===== src/logic/fps_pkg.sv =====
// fps_pkg: constants and types for the flash converter pulse-mode controller
// assumes a 20 MHz system clock driving every register
package fps_pkg;
    localparam int unsigned CLK_NS = 50;
    // pulse and interval times in ns as documented
    localparam int unsigned T_PULSE_MIN_NS = 20;
    localparam int unsigned T_REPEAT_MIN_NS = 20;
    localparam int unsigned T_DROOP_MAX_NS = 5000;
    localparam int unsigned T_LOWIDLE_NS = 40;
    localparam int unsigned T_HIGHIDLE2_NS = 60;
    localparam int unsigned T_OUT_DELAY_NS = 50;
    // least times round up, longest round down, floor of one cycle
    function automatic int unsigned fps_cyc_up(input int unsigned ns);
        int unsigned c;
        c = (ns + CLK_NS - 1) / CLK_NS;
        return (c < 1) ? 1 : c;
    endfunction : fps_cyc_up
    function automatic int unsigned fps_cyc_dn(input int unsigned ns);
        int unsigned c;
        c = ns / CLK_NS;
        return (c < 1) ? 1 : c;
    endfunction : fps_cyc_dn
    localparam int unsigned C_PULSE = fps_cyc_up(T_PULSE_MIN_NS);
    localparam int unsigned C_REPEAT = fps_cyc_up(T_REPEAT_MIN_NS);
    localparam int unsigned C_DROOP = fps_cyc_dn(T_DROOP_MAX_NS);
    localparam int unsigned C_OUTDLY = fps_cyc_up(T_OUT_DELAY_NS);
    // pin resync, enable flop, then resync of the shared lines once the enables move
    localparam int unsigned C_SETTLE = 4;
    localparam int unsigned CW = 8;
    // register map of the controller
    localparam logic [1:0] A_CTRL = 2'h0;
    localparam logic [1:0] A_STAT = 2'h1;
    localparam logic [1:0] A_DATA = 2'h2;
    localparam int unsigned B_START = 0;
    localparam int unsigned B_MODE0 = 1;
    localparam int unsigned B_MODE1 = 2;
    localparam int unsigned B_KEEP = 3;
    typedef enum logic [1:0] {
        FPS_HIGH_IDLE = 2'b00,
        FPS_LOW_IDLE = 2'b01,
        FPS_HIGH_IDLE2 = 2'b10,
        FPS_CONT = 2'b11
    } fps_mode_t;
    // pins from the two converters
    typedef struct packed {
        logic [3:0] result_bits;
        logic range_exceeded_flag;
        logic result_changed_flag;
    } fps_pins_t;
    // captured 5-bit cascade result
    typedef struct packed {
        logic [4:0] code;
        logic changed;
    } fps_result_t;
endpackage : fps_pkg


===== src/logic/fps_ctrl.sv =====
// fps_ctrl: host controller driving one or two cascaded flash converters
// assumes converter pins are asynchronous and pass two flip-flops here
// Operation
// - fast mode idles high, low pulse starts
// - next pulse within 20 ns to 5 us; keep-alive pulses start 5.4 us after the last rise
// - keep high time long, low short
// - low-idle mode may wait indefinitely
// - low-idle conversion uses two high pulses
// - low-idle conversion takes 40 ns
// - third mode: high idle, two lows
// - add output delay to conversion time
// - lower overflow flag is result msb
// - low bits chosen by lower overflow
// - lower overflow drives both output enables
// - both converters share result lines
`timescale 1ns/1ns
module fps_ctrl
    import fps_pkg::*;
#(
    parameter int unsigned DROOP_CYC = fps_pkg::C_DROOP
)
(
    input wire logic CLK,
    input wire logic RST,
    input wire logic [1:0] ADDR,
    input wire logic [7:0] WDATA,
    input wire logic WR,
    input wire logic RD,
    output logic [7:0] RDATA,
    output logic CONV_CLK,
    input wire fps_pins_t LOWER_PINS,
    input wire fps_pins_t UPPER_PINS,
    output logic LOWER_OE_N,
    output logic UPPER_OE
);
    typedef enum logic [2:0] {
        S_IDLE = 3'b000,
        S_P1 = 3'b001,
        S_GAP = 3'b010,
        S_P2 = 3'b011,
        S_DELAY = 3'b100,
        S_REST = 3'b101
    } fps_state_t;

    fps_state_t st_q;
    fps_state_t st_d;
    fps_mode_t mode_q;
    logic keep_q;
    logic pend_q;
    logic pend_d;
    logic valid_q;
    logic valid_d;
    logic droop_q;
    logic droop_d;
    logic clk_q;
    logic clk_d;
    logic [7:0] rdata_q;
    logic [15:0] idle_q;
    fps_pins_t lo_m_q;
    fps_pins_t lo_s_q;
    fps_pins_t up_m_q;
    fps_pins_t up_s_q;
    fps_result_t res_q;
    fps_result_t res_d;
    logic oe_sel_q;
    logic cnt_load;
    logic [CW-1:0] cnt_val;
    logic cnt_done;

    // software decode
    wire wr_ctrl = WR && (ADDR == A_CTRL);
    wire start_req = wr_ctrl && WDATA[B_START];
    wire busy = (st_q != S_IDLE);
    wire idle_level = (mode_q != FPS_LOW_IDLE);
    // continuous clocking: run sequences back to back
    wire cont = (mode_q == FPS_CONT);
    // no start in the cycle of a control write, so a sequence never mixes modes
    wire go = (st_q == S_IDLE) && !wr_ctrl && (pend_q || cont || (keep_q && droop_q));
    wire two_pulse = (mode_q == FPS_LOW_IDLE) || (mode_q == FPS_HIGH_IDLE2);
    wire [7:0] stat_word = {4'h0, droop_q, pend_q, valid_q, busy};
    wire [7:0] ctrl_word = {4'h0, keep_q, mode_q, 1'b0};
    wire [7:0] data_word = {2'h0, res_q.changed, res_q.code};
    wire rd_data = RD && (ADDR == A_DATA);
    wire capture = (st_q == S_DELAY) && cnt_done;

    // cascade selection from the synchronised lower overflow
    wire lo_over = lo_s_q.range_exceeded_flag;
    wire [3:0] low_bits = lo_over ? up_s_q.result_bits : lo_s_q.result_bits;
    wire chg = lo_over ? up_s_q.result_changed_flag : lo_s_q.result_changed_flag;

    fps_seq_cnt fps_seq_cnt_inst (
        .clk(CLK),
        .rst(RST),
        .load(cnt_load),
        .value(cnt_val),
        .done(cnt_done)
    );

    // sequencer: active phase = opposite of idle level
    always_comb begin
        st_d = st_q;
        clk_d = idle_level;
        cnt_load = 1'b0;
        cnt_val = '0;
        valid_d = valid_q;
        res_d = res_q;
        unique case (st_q)
            S_IDLE: begin
                if (go) begin
                    st_d = S_P1;
                    clk_d = ~idle_level;
                    cnt_load = 1'b1;
                    cnt_val = CW'(C_PULSE - 1);
                    valid_d = 1'b0;
                end
            end
            S_P1: begin
                clk_d = ~idle_level;
                if (cnt_done) begin
                    clk_d = idle_level;
                    cnt_load = 1'b1;
                    cnt_val = CW'(C_REPEAT - 1);
                    st_d = two_pulse ? S_GAP : S_DELAY;
                    if (!two_pulse) begin
                        cnt_val = CW'(C_OUTDLY + C_SETTLE);
                    end
                end
            end
            S_GAP: begin
                if (cnt_done) begin
                    st_d = S_P2;
                    clk_d = ~idle_level;
                    cnt_load = 1'b1;
                    cnt_val = CW'(C_PULSE - 1);
                end
            end
            S_P2: begin
                clk_d = ~idle_level;
                if (cnt_done) begin
                    clk_d = idle_level;
                    st_d = S_DELAY;
                    cnt_load = 1'b1;
                    cnt_val = CW'(C_OUTDLY + C_SETTLE);
                end
            end
            S_DELAY: begin
                // result edge already given; wait for output delay plus sync
                if (cnt_done) begin
                    st_d = S_REST;
                    res_d.code = {lo_over, low_bits};
                    res_d.changed = chg;
                    valid_d = 1'b1;
                    cnt_load = 1'b1;
                    cnt_val = CW'(C_REPEAT - 1);
                end
            end
            S_REST: begin
                if (cnt_done) begin
                    st_d = S_IDLE;
                end
            end
            default: begin
                st_d = S_IDLE;
            end
        endcase
    end

    // set wins over clear for the pending start
    assign pend_d = start_req || (pend_q && !go);
    // droop warning when high-idle charge ages past the limit
    assign droop_d = (mode_q != FPS_LOW_IDLE) && (idle_q >= 16'(DROOP_CYC - C_PULSE));

    always_ff @(posedge CLK or posedge RST) begin
        if (RST) begin
            st_q <= S_IDLE;
            clk_q <= 1'b1;
            pend_q <= 1'b0;
            valid_q <= 1'b0;
            res_q <= '0;
            droop_q <= 1'b0;
        end else begin
            st_q <= st_d;
            clk_q <= clk_d;
            pend_q <= pend_d;
            valid_q <= valid_d && !(rd_data && !capture);
            res_q <= res_d;
            droop_q <= droop_d;
        end
    end

    // mode changes only while idle so a sequence is never cut
    always_ff @(posedge CLK or posedge RST) begin
        if (RST) begin
            mode_q <= FPS_HIGH_IDLE;
            keep_q <= 1'b0;
        end else if (wr_ctrl && !busy) begin
            mode_q <= fps_mode_t'(WDATA[B_MODE1:B_MODE0]);
            keep_q <= WDATA[B_KEEP];
        end
    end

    always_ff @(posedge CLK or posedge RST) begin
        if (RST) begin
            idle_q <= '0;
        end else if (st_q != S_IDLE) begin
            idle_q <= '0;
        end else if (idle_q != 16'hffff) begin
            idle_q <= idle_q + 16'h0001;
        end
    end

    // pin synchronisers
    always_ff @(posedge CLK or posedge RST) begin
        if (RST) begin
            lo_m_q <= '0;
            lo_s_q <= '0;
            up_m_q <= '0;
            up_s_q <= '0;
        end else begin
            lo_m_q <= LOWER_PINS;
            lo_s_q <= lo_m_q;
            up_m_q <= UPPER_PINS;
            up_s_q <= up_m_q;
        end
    end

    // enables follow the synchronised lower overflow
    always_ff @(posedge CLK or posedge RST) begin
        if (RST) begin
            oe_sel_q <= 1'b0;
        end else begin
            oe_sel_q <= lo_s_q.range_exceeded_flag;
        end
    end

    always_ff @(posedge CLK or posedge RST) begin
        if (RST) begin
            rdata_q <= '0;
        end else if (RD) begin
            unique case (ADDR)
                A_CTRL: rdata_q <= ctrl_word;
                A_STAT: rdata_q <= stat_word;
                A_DATA: rdata_q <= data_word;
                default: rdata_q <= '0;
            endcase
        end else begin
            rdata_q <= '0;
        end
    end

    assign RDATA = rdata_q;
    assign CONV_CLK = clk_q;
    assign LOWER_OE_N = oe_sel_q;
    assign UPPER_OE = oe_sel_q;

    chk_fast_pulse: assert property (@(posedge CLK) disable iff (RST)
        (st_q == S_IDLE && go && mode_q == FPS_HIGH_IDLE) |=> !CONV_CLK)
        else $error("fast mode conversion did not start with low pulse");
    chk_low_idle: assert property (@(posedge CLK) disable iff (RST)
        (st_q == S_IDLE && mode_q == FPS_LOW_IDLE && !go) |=> !CONV_CLK)
        else $error("low idle mode not holding clock low");
    chk_two_pulse: assert property (@(posedge CLK) disable iff (RST)
        (st_q == S_P2) |-> two_pulse && CONV_CLK != idle_level)
        else $error("second pulse outside two pulse mode");
    chk_high_idle: assert property (@(posedge CLK) disable iff (RST)
        (st_q == S_IDLE && mode_q == FPS_HIGH_IDLE2 && $past(st_q) == S_IDLE
            && $past(mode_q) == FPS_HIGH_IDLE2) |-> CONV_CLK)
        else $error("third mode not idling high");
    chk_valid_late: assert property (@(posedge CLK) disable iff (RST)
        $rose(valid_q) |-> $past(st_q) == S_DELAY)
        else $error("valid raised before output delay");
    chk_msb_pick: assert property (@(posedge CLK) disable iff (RST)
        (st_q == S_DELAY && cnt_done) |=> res_q.code[4] == $past(lo_over))
        else $error("msb not lower overflow");
    chk_oe_pair: assert property (@(posedge CLK) disable iff (RST)
        LOWER_OE_N == UPPER_OE && (st_q != S_REST || UPPER_OE == res_q.code[4]))
        else $error("enables disagree");
    chk_seq_bound: assert property (@(posedge CLK) disable iff (RST)
        (st_q == S_IDLE && go) |-> ##[4:12] st_q == S_IDLE)
        else $error("sequence overran its bound");
    // clock level per phase, and rest length
    chk_p1_level: assert property (@(posedge CLK) disable iff (RST)
        (st_q == S_P1) |-> CONV_CLK != idle_level)
        else $error("first pulse at idle level");
    chk_gap_level: assert property (@(posedge CLK) disable iff (RST)
        (st_q == S_GAP) |-> CONV_CLK == idle_level)
        else $error("gap between pulses not at idle level");
    chk_delay_level: assert property (@(posedge CLK) disable iff (RST)
        (st_q == S_DELAY) |-> CONV_CLK == idle_level)
        else $error("clock moved during output delay");
    chk_idle_fast: assert property (@(posedge CLK) disable iff (RST)
        (st_q == S_IDLE && mode_q == FPS_HIGH_IDLE && $past(st_q) == S_IDLE
            && $past(mode_q) == FPS_HIGH_IDLE) |-> CONV_CLK)
        else $error("fast mode not idling high");
    chk_rest_len: assert property (@(posedge CLK) disable iff (RST)
        (st_q == S_REST) |=> st_q == S_IDLE)
        else $error("rest after conversion too long");
    // requests and mode
    chk_mode_hold: assert property (@(posedge CLK) disable iff (RST)
        busy |=> $stable(mode_q))
        else $error("mode changed during a sequence");
    chk_pend_set: assert property (@(posedge CLK) disable iff (RST)
        start_req |=> pend_q)
        else $error("start request lost");
    chk_go_busy: assert property (@(posedge CLK) disable iff (RST)
        go |=> busy)
        else $error("start did not begin a sequence");
    chk_keep_alive: assert property (@(posedge CLK) disable iff (RST)
        (st_q == S_IDLE && keep_q && droop_q && !wr_ctrl) |=> st_q == S_P1)
        else $error("keep alive did not restart");
    chk_droop_low: assert property (@(posedge CLK) disable iff (RST)
        (mode_q == FPS_LOW_IDLE) |=> !droop_q)
        else $error("droop warning in low idle mode");
    // result hand over
    chk_cap_delay: assert property (@(posedge CLK) disable iff (RST)
        $rose(valid_q) |-> $past(st_q, 2) == S_DELAY)
        else $error("capture without full output delay");
    chk_valid_set: assert property (@(posedge CLK) disable iff (RST)
        capture |=> valid_q)
        else $error("capture did not raise valid");
    chk_valid_clear: assert property (@(posedge CLK) disable iff (RST)
        (rd_data && !capture) |=> !valid_q)
        else $error("data read did not clear valid");
    chk_rdata_quiet: assert property (@(posedge CLK) disable iff (RST)
        !RD |=> RDATA == 8'h00)
        else $error("read data outside read cycle");
    cov_fast: cover property (@(posedge CLK) disable iff (RST)
        go && mode_q == FPS_HIGH_IDLE);
    cov_low: cover property (@(posedge CLK) disable iff (RST)
        go && mode_q == FPS_LOW_IDLE);
    cov_over: cover property (@(posedge CLK) disable iff (RST)
        $rose(valid_q) && res_q.code[4]);
    cov_third: cover property (@(posedge CLK) disable iff (RST)
        go && mode_q == FPS_HIGH_IDLE2);
    cov_pend: cover property (@(posedge CLK) disable iff (RST)
        start_req && busy);
endmodule : fps_ctrl


===== src/logic/fps_seq_cnt.sv =====
// fps_seq_cnt: down counter for phase lengths
// assumes load and its value come from the same clock domain
`timescale 1ns/1ns
module fps_seq_cnt
    import fps_pkg::*;
(
    input wire logic clk,
    input wire logic rst,
    input wire logic load,
    input wire logic [fps_pkg::CW-1:0] value,
    output logic done
);
    logic [CW-1:0] cnt_q;
    logic [CW-1:0] cnt_d;
    assign cnt_d = load ? value : ((cnt_q != '0) ? cnt_q - 1'b1 : cnt_q);
    // done ignores load so a reload on done forms no loop
    assign done = (cnt_q == '0);
    always_ff @(posedge clk or posedge rst) begin
        if (rst) begin
            cnt_q <= '0;
        end else begin
            cnt_q <= cnt_d;
        end
    end
endmodule : fps_seq_cnt

===== config.mk =====
export PLATFORM = sky130hd
export DESIGN_NAME = fps_ctrl
export DESIGN_NICKNAME = d
export VERILOG_FILES = /design/src/logic/fps_pkg.sv /design/src/logic/fps_ctrl.sv /design/src/logic/fps_seq_cnt.sv
export SDC_FILE = /design/constraint.sdc
export NUM_CORES = 1
export LEC_CHECK = 0
export BUFFER_PORTS_ARGS = -buffer_cell sky130_fd_sc_hd__buf_4
export CAP_MARGIN = 20
export CORE_ASPECT_RATIO = 1.75
export CORE_MARGIN = 2
export CORE_UTILIZATION = 45
export DETAILED_ROUTE_END_ITERATION = 12
export PLACE_DENSITY_LB_ADDON = 0.1
export SLEW_MARGIN = 0
export SYNTH_ARGS = -nofsm -noshare
export SYNTH_HDL_FRONTEND = slang
export SYNTH_SLANG_ARGS = --single-unit

===== constraint.sdc =====
create_clock -name CLK -period 3.31 [get_ports CLK]
set_input_delay 0.1655 -clock CLK [delete_from_list [all_inputs] [get_ports CLK]]
set_output_delay 0.1655 -clock CLK [all_outputs]
set_load 0.02 [all_outputs]

After elaboration in Yosys (flattened, before gate mapping)

Cells that the tools add are included.
W data, S select, Z words.

Flip-flop bits (word level): 71
Input port bits: 26
Output and inout bits: 11

$add $sub $neg: 2
Order comparisons: 1
Equal/unequal tests: 18
Multiplexer cells: 30
Bitwise gates (word level): 1
Reduce and logical (&&, ||, !) cells: 32

Operators by type and width:

| kind                    | number |
|---|---|
| $mux W16                | 2 |
| $mux W3                 | 10 |
| $mux W8                 | 3 |
| $pmux W3 S6             | 1 |
| $pmux W6 S3             | 1 |
| $add A16 B1 Y16 const B | 1 |
| $ge A16 B7 Y1 const B   | 1 |
| $ne A16 B16 Y1 const B  | 1 |
| $logic_and A1 B1 Y1     | 12 |
| $ne A2 B2 Y1 const B    | 6 |
| $logic_not A8 Y1        | 1 |
| $mux W1                 | 8 |
| $reduce_bool A8 Y1      | 1 |
| $sub A8 B1 Y8 const B   | 1 |
| $eq A2 B2 Y1 const B    | 3 |
| $eq A3 B2 Y1 const B    | 2 |
| $eq A3 B3 Y1 const B    | 2 |
| $pmux W3 S2             | 1 |
| $reduce_and A6 Y1       | 1 |
| $logic_not A1 Y1        | 5 |
| $eq A2 B1 Y1 const B    | 2 |
| $logic_or A1 B1 Y1      | 4 |
| $mux W4                 | 1 |
| $pmux W1 S2             | 2 |
| other kinds (11)        | 12 |

Logic depth before layout (Yosys ltp)

Gate-level depths: netlist (run 1).

Word-level depth: 8
Gate-level depth with buffers: 7

Modules after synthesis

From an unflattened synthesis (run 1), not the netlist that was laid out.

Cells, all modules: 286
Area total of the unflattened synthesis: 3,106.7 um2

By module, submodules not included:

| module      | instances | cells each | area each (um2) | sequential area each (um2) |
|---|---|---|---|---|
| fps_ctrl    | 1         | 228        | 2,587.5         | 1,527.7 |
| fps_seq_cnt | 1         | 58         | 519.2           | 200.2 |

Worst setup path before layout (run 1)

Ideal clock, no wire load.

Path kind: register -> register
Start: register fps_seq_cnt_inst.cnt_q[0]
End: register res_q, in the netlist data_word[4]
Data arrival time: 1.780 ns
Required time: 3.185 ns
Slack: 1.405 ns
Cell stages (with the launch flop): 6
Path buffers: 0
Period minus slack after synthesis: 1.905 ns
Path through: dfrtp_1 -> inv_1 -> ha_1 -> or3b_2 -> nor4_2 -> mux2_2

Word-level cells in the longest chain between the ends: 2

RTL lines:

| item                               | line              | RTL |
|---|---|---|
| from (decl)                        | fps_seq_cnt.sv:13 | `logic [CW-1:0] cnt_q;` |
| from (signal assigned)             | fps_seq_cnt.sv:22 | `cnt_q <= cnt_d;` |
| $logic_not A8 Y1                   | fps_seq_cnt.sv:17 | `assign done = (cnt_q == '0);` |
| $reduce_and A2 Y1 (no source line) | -                 |  |
| to (signal assigned)               | fps_ctrl.sv:186   | `res_q <= res_d;` |
| to (decl)                          | fps_ctrl.sv:63    | `fps_result_t res_q;` |

No other way between the ends.
A chain may end at the register's enable or synchronous reset.

Worst setup path after layout (run 1)

Start: register st_q[1]
End: register clk_q (netlist: CONV_CLK)

Word-level cells in the longest chain between the ends: 5
Elaborated cells between the ends (all ways): 9
Classes of those cells: eq/ne: 3; mux: 2; reduce/logical: 4

RTL lines:

| item                              | line                            | RTL |
|---|---|---|
| from (decl)                       | fps_ctrl.sv:45                  | `fps_state_t st_q;` |
| from (signal assigned)            | fps_ctrl.sv:182                 | `st_q <= st_d;` |
| $logic_not A3 Y1                  | fps_ctrl.sv:78, fps_ctrl.sv:107 |  |
| $logic_and A1 B1 Y1 (2 in series) | fps_ctrl.sv:78                  | `wire go = (st_q == S_IDLE) && !wr_ctrl && (pend_q \|\| cont \|\| (keep_q && droop_q));` |
| $mux W1                           | fps_ctrl.sv:109                 | `if (go) begin` |
| $pmux W1 S3 (*)                   | fps_ctrl.sv:107                 | `unique case (st_q)` |
| via clk_d                         | fps_ctrl.sv:56                  | `logic clk_d;` |
| to (signal assigned)              | fps_ctrl.sv:183                 | `clk_q <= clk_d;` |
| to (decl)                         | fps_ctrl.sv:55                  | `logic clk_q;` |

Mark *: on every way through the listed nets, which the timed path passes. The rest lies on a longest branch.

==> results of run 1 <==
[flip-flops by register name, indices dropped and copies added, names as in the netlist, 2 cells and up]
| signal | count |
|---|---|
| RDATA | 6 |
| data_word | 6 |
| fps_seq_cnt_inst.cnt_q | 8 |
| idle_q | 16 |
| lo_m_q | 6 |
| lo_s_q | 5 |
| mode_q | 2 |
| st_q | 3 |
| up_m_q | 5 |
| up_s_q | 5 |
[power breakdown]
part           internal [mW]  switching (mW)  leakage [nW]
clock network          0.592           0.374         0.143
logic                  0.323           0.382         0.663
registers              0.999           0.151         0.882
[metrics by stage]
stage | power [mW] | instances | instance area (µm²) | hold WS, ns
floorplan | 1.687 | 275 | 3078 | 0.1969
global placement | 1.835 | 379 | 3357 | 0.2505
detailed placement | 1.858 | 379 | 3357 | 0.2703
CTS | 2.846 | 407 | 3782 | 0.05928
global route | 2.998 | 407 | 3782 | 0.06597
finish | 2.819 | 407 | 3782 | 0.06545
[cell usage after synthesis (3+ instances only)]
cell type and number:
ha_1 5, or3_1 9, mux2_2 5, nor2b_1 3
or4_1 4, clkbuf_1 4, a21oi_1 18, and2_1 3
o31ai_1 4, nor3_1 12, mux2i_1 13, nand4_1 5
inv_1 9, nor2_1 25, a211oi_1 4, nand3_1 4
buf_4 4, o21ai_0 9, nand2_1 14, and3_1 5
dfrtp_1 68, or3b_2 3
[layout make-up]
type / instances / area (µm²) / share of cell area
Tap cell: 82 / 102.6 / 0.02713
Multi-Input combinational cell: 185 / 1237 / 0.3272
Timing Repair Buffer: 46 / 375.4 / 0.09924
Sequential cell: 69 / 1728 / 0.4568
Clock buffer: 9 / 225.2 / 0.05954
Inverter: 9 / 33.78 / 0.008932
Clock inverter: 7 / 80.08 / 0.02117
[worst min path at each step]
stage               slack, ns                  end     startpoint
floorplan                0.20  lo_m_q[0]$_DFF_PP0_  LOWER_PINS[0]
global placement         0.25  lo_m_q[5]$_DFF_PP0_            RST
detailed placement       0.27  up_m_q[5]$_DFF_PP0_            RST
CTS                      0.06   keep_q$_DFFE_PP0P_       WDATA[3]
global route             0.07   keep_q$_DFFE_PP0P_       WDATA[3]
finish                   0.07   keep_q$_DFFE_PP0P_       WDATA[3]
[routing by layer]
metal	wire length, µm	GRT usage	vias to the layer above	part of all wire
li1	-	-	1087	-
met1	2536	0.2175	1091	0.42
met2	3117	0.3000	39	0.52
met3	200	0.04473	12	0.033
met4	137	0.08844	0	0.023
met5	0	0	-	0
[repair_timing]
item                       in CTS  in global routing
setup endpoints to repair       0                  0
hold buffers                   12                  0
buffers inserted                0                  0
hold endpoints to repair       37                  0
[critical path, cell delays in order, from the launching register on]
cell and delay (ns):
dfrtp_1 0.49, or3_1 0.74, nor3_1 0.28, buf_4 0.20, o221ai_1 0.13, a211o_1 0.25
[kinds of logic (layout without fill, tap and decap cells)]
logic type,after synthesis,count (layout),share of synthesized area
AND/OR/NAND/NOR,104,104,0.1990
flip-flops,69,69,0.5621
AO/OA/AOI/OAI,52,52,0.1087
buffers and inverters,21,71,0.03662
multiplexers,18,18,0.06064
adder cells (fa/ha/maj),5,5,0.02035
XOR/XNOR,4,4,0.01140
other,1,2,0.001220
==> flow_summary.yaml, run 1 <==
pwr:
  power_leakage_nw: 1.688
  p_per_area_nw_per_um2: 745.4
  peakVddDrop_mv: 0.4550
flow_run:
  cap_violations: 0
sta:
  fin_setup_tns_ns: 0
  fin_crit_sh: 0.6577
  hold_viol_final: 0
  rsz0062_at_grt: "false"
  worstMarginPinSlew_ns: 0.8436
  max_freq_ghz: 0.4593
  finClkSkew_ns: 0.007205
  setup-violations-final: 0
  setup_ws_ns: 1.133
  maxSlewHeadroom: 0.4333
  period_needed_ns: 2.177
  maxSlewViolCount: 0
placed_design:
  gp_congestion: 0.7538
  hpwl_mm: 4.212
  io_buffer_count: 29
  post-place-ws_ns: 1.123
drt:
  num_vias: 2229
  detail_route.vias_per_cell: 5.477
  drtIter0Drc: 135
  detail_route.first_pass.iterations: 4
  wl_per_cell_um: 14.72
  wl_mm: 5.992
  drc_errors: 0
  ant_nets: 0
floorplanning:
  dieArea_um2: 7535
  coreArea_um2: 6588
  io_pins: 37
  die-width_um: 66.48
  die_h_um: 113.3
  start_util: 0.4667
  rows: 39
yosys:
  synthTopCellsByArea: "dfrtp_1 (55%), mux2i_1 (4.2%), nor2_1 (3.1%)"
  yosysSeqAreaShare: 0.5621
  synth_largest_area_cell: "dfrtp_1"
  yosys.area.top_type_share: 0.5535
  syn_avg_cell_area_um2: 11.22
  synth-edff-count: 0
  synthesis.instances: 274
  synth_top_flop_cell: "dfrtp_1"
  synth_area_um2: 3074
  async_flop_share: 1.000
  yosys_register_bits: 69
  yosysUniqueCellTypes: 56
  ys_warn_count: 0
clocking:
  cts_tree: "done"
  clk_latency_ns: 0.33
  clk_pin_slew_ns: 0.06
  cts_root_buf: "clkbuf_16"
  cts_max_path_buffers: 2
  cts.repair.resized: 0
  htreeDepth: 3
  cts_sinks: 69
  numCtsBuffers: 9
worst_setup_path:
  worstSetupEndpointType: "flip-flop"
  cp_max_fo: 20
  cp.required_ns: 3.57
  rrSetupSlack_ns: 1.13
  setup.worst_path.start_class: "flip-flop"
  arrival_ns: 2.43
  reg2reg_to: "CONV_CLK$_DFF_PP1_"
  cp-endpoint: "CONV_CLK$_DFF_PP1_"
  path_class: "reg2reg"
  cp-startpoint: "st_q[1]$_DFFE_PP0P_"
  reg2reg_depth: 5
  r2r_start: "st_q[1]$_DFFE_PP0P_"
hold_path:
  holdPathStages: 2
  hp-class: "in2reg"
cells_and_area:
  drive_gt1_frac: 0.2185
  n_antenna_cell: 0
  final_nets: 351
  final_util: 0.5742
  final_cell_mix: "dfrtp_1 (68), buf_4 (34), nor2_1 (25)"
  final_common_cell: "dfrtp_1"
  fillCellCount: 604
  syn_to_final_growth_pct: 23.04
status:
  outcome: "completed"
grt:
  grt_remaining_overflow: 0
  grt_pass1_vias: 2285
  grt_pass1_wl_mm: 10.43
  grt_max_degree: 29
  antenna_found_initial: 0
  grt_usage: 0.1819
Note: power is estimated with default switching activity, not from simulation.
==> run 2, diff against run 1 <==
Clock period 3.31 ns to 1.9 ns, I/O delays scaled along.
==> run 2 against run 1 <==
Compared with the run above: first-iteration DRC count decreased by 17%; count of clock-buffer cells in the layout unchanged; power increased by 78%; highest routed layer unchanged; flip-flop and latch count unchanged; final cell count increased by 5.4%; worst hold slack got worse by 0.056 ns; combinational power increased by 120%; critical path depth increased by 3; largest power group unchanged; clock skew about the same; non-clock buffer count increased by 22; setup slack got worse by 1.1 ns; register-to-register slack got worse by 1.1 ns.
==> flow_summary.yaml, run 2 (synthesis gave the netlist of run 1 again) <==
cells_and_area:
  final_common_cell: "dfrtp_1"
  reg.largest.list: "idle_q: 16 flops, fps_seq_cnt_inst.cnt_q: 8 flops"
  final_nets: 373
  syn_to_final_growth_pct: 29.18
  final_cell_mix: "dfrtp_1 (66), buf_4 (54), nor2_1 (25)"
  largest_register_ffs: 16
  top_register: "idle_q"
  drive_gt1_frac: 0.2767
  n_antenna_cell: 0
grt:
  grt_usage: 0.1923
  antenna_found_initial: 0
  grt_pass1_vias: 2334
  grt_pass1_wl_mm: 11.02
  grt_max_degree: 51
  grt_remaining_overflow: 0
drt:
  drc_errors: 0
  drtIter0Drc: 112
  detail_route.vias_per_cell: 5.371
  wl_mm: 6.311
  num_vias: 2304
  ant_nets: 0
  wl_per_cell_um: 14.71
  detail_route.first_pass.iterations: 4
clocking:
  clk_latency_ns: 0.33
  cts_sinks: 69
  cts_max_path_buffers: 2
  cts_root_buf: "clkbuf_16"
  numCtsBuffers: 9
  clk_pin_slew_ns: 0.06
  cts_tree: "done"
  htreeDepth: 3
status:
  outcome: "completed"
worst_setup_path:
  path_class: "reg2reg"
  cp-startpoint: "fps_seq_cnt_inst.cnt_q[0]$_DFFE_PP0P_"
  cp.required_ns: 2.15
  worstSetupEndpointType: "flip-flop"
  rrSetupSlack_ns: 0.06
  arrival_ns: 2.09
  setup.worst_path.start_class: "flip-flop"
  cp_max_fo: 6
  r2r_start: "fps_seq_cnt_inst.cnt_q[0]$_DFFE_PP0P_"
pwr:
  power_mw: 5.009
  power_leakage_nw: 1.799
  peakVddDrop_mv: 0.7659
  p_per_area_nw_per_um2: 1261
sta:
  setup-violations-final: 0
  maxSlewViolCount: 0
  setup_ws_ns: 0.05711
  max_freq_ghz: 0.5426
  finClkSkew_ns: 0.007507
  period_needed_ns: 1.843
  hold_viol_final: 0
  fin_crit_sh: 0.9699
  rsz0062_at_grt: "true"
placed_design:
  hpwl_mm: 4.422
  io_buffer_count: 29
  post-place-ws_ns: -0.02594
  gp_congestion: 0.8249
floorplanning:
  die_h_um: 113.3
  rows: 39
  die-width_um: 66.48
  start_util: 0.4667
  io_pins: 37
  dieArea_um2: 7535
  coreArea_um2: 6588
hold_path:
  hp-start: "WDATA[0]"
  hp-class: "in2reg"
flow_run:
  cap_violations: 0
==> run 2: changes by cell type in the layout (fill, tap and decap cells not counted), moves of 2 or more <==
cell / change
clkinv_2: +2
dfrtp_2: +2
dfrtp_1: -2
buf_4: +20
inv_6: -2
==> run 2: per-layer routing <==
metal	part of all wire	GRT usage	vias up
met2	0.54	0.3273	33
met5	0	0	-
li1	-	-	1126
met3	0.026	0.03678	13
met4	0.021	0.08163	0
met1	0.41	0.2327	1132
==> run 2: report_power, final <==
group | switching (mW) | leakage, nW | internal [mW]
clock network | 0.618 | 0.128 | 0.883
logic | 0.835 | 0.792 | 0.747
registers | 0.183 | 0.879 | 1.74
total | 1.64 | 1.80 | 3.37
==> run 2: cell type report <==
type                       count  area [µm²]
clock buffer                   9       225.2
clock inverter                 7       50.05
fill                         583        2616
inverter                       9       33.78
multi-input combinational    185        1272
sequential                    69        1730
tap                           82       102.6
timing repair buffer          68       556.8
==> run 2: through the flow <==
step	setup TNS (ns)	utilization	instances	hold slack, ns	instance area (µm²)
2_1_floorplan	0	-	275	0.1264	3087
3_3_place_gp	0	0.5379	401	0.1340	3543
3_5_place_dp	-0.02594	0.5379	401	0.1353	3543
4_1_cts	0	0.5998	429	0.005293	3951
5_1_grt	-0.04378	0.6028	429	0.01872	3971
6_report	0	0.6028	429	0.009693	3971
==> run 2: path summary, 6_finish.rpt <==
| check | end | depth (start not counted) |
|---|---|---|
| setup reg to reg | st_q[1]$_DFFE_PP0P_ | 8 |
| setup / recovery | st_q[1]$_DFFE_PP0P_ | 8 |
| hold reg to reg | up_s_q[0]$_DFF_PP0_ | 0 |
| min in group asynchronous | lo_m_q[4]$_DFF_PP0_ | 3 |
| hold / removal | pend_q$_DFF_PP0_ | 3 |
| max in group asynchronous | idle_q[9]$_DFFE_PP0P_ | 4 |
==> run 2: critical path, stage by stage (launching register included) <==
cell	delay, ns
dfrtp_1	0.37
inv_1	0.08
ha_1	0.16
buf_4	0.12
nor3b_1	0.25
buf_4	0.20
nand4_1	0.12
or3_1	0.33
a21oi_1	0.13
==> run 2: timing repair <==
item / 4_1_cts / 5_1_grt
gates resized for setup: 3 / 5
setup buffers: 0 / 0
hold buffers: 12 / 0
endpoints found under the hold margin: 29 / 0
setup endpoints to repair: 4 / 12
pin swaps: 1 / 1
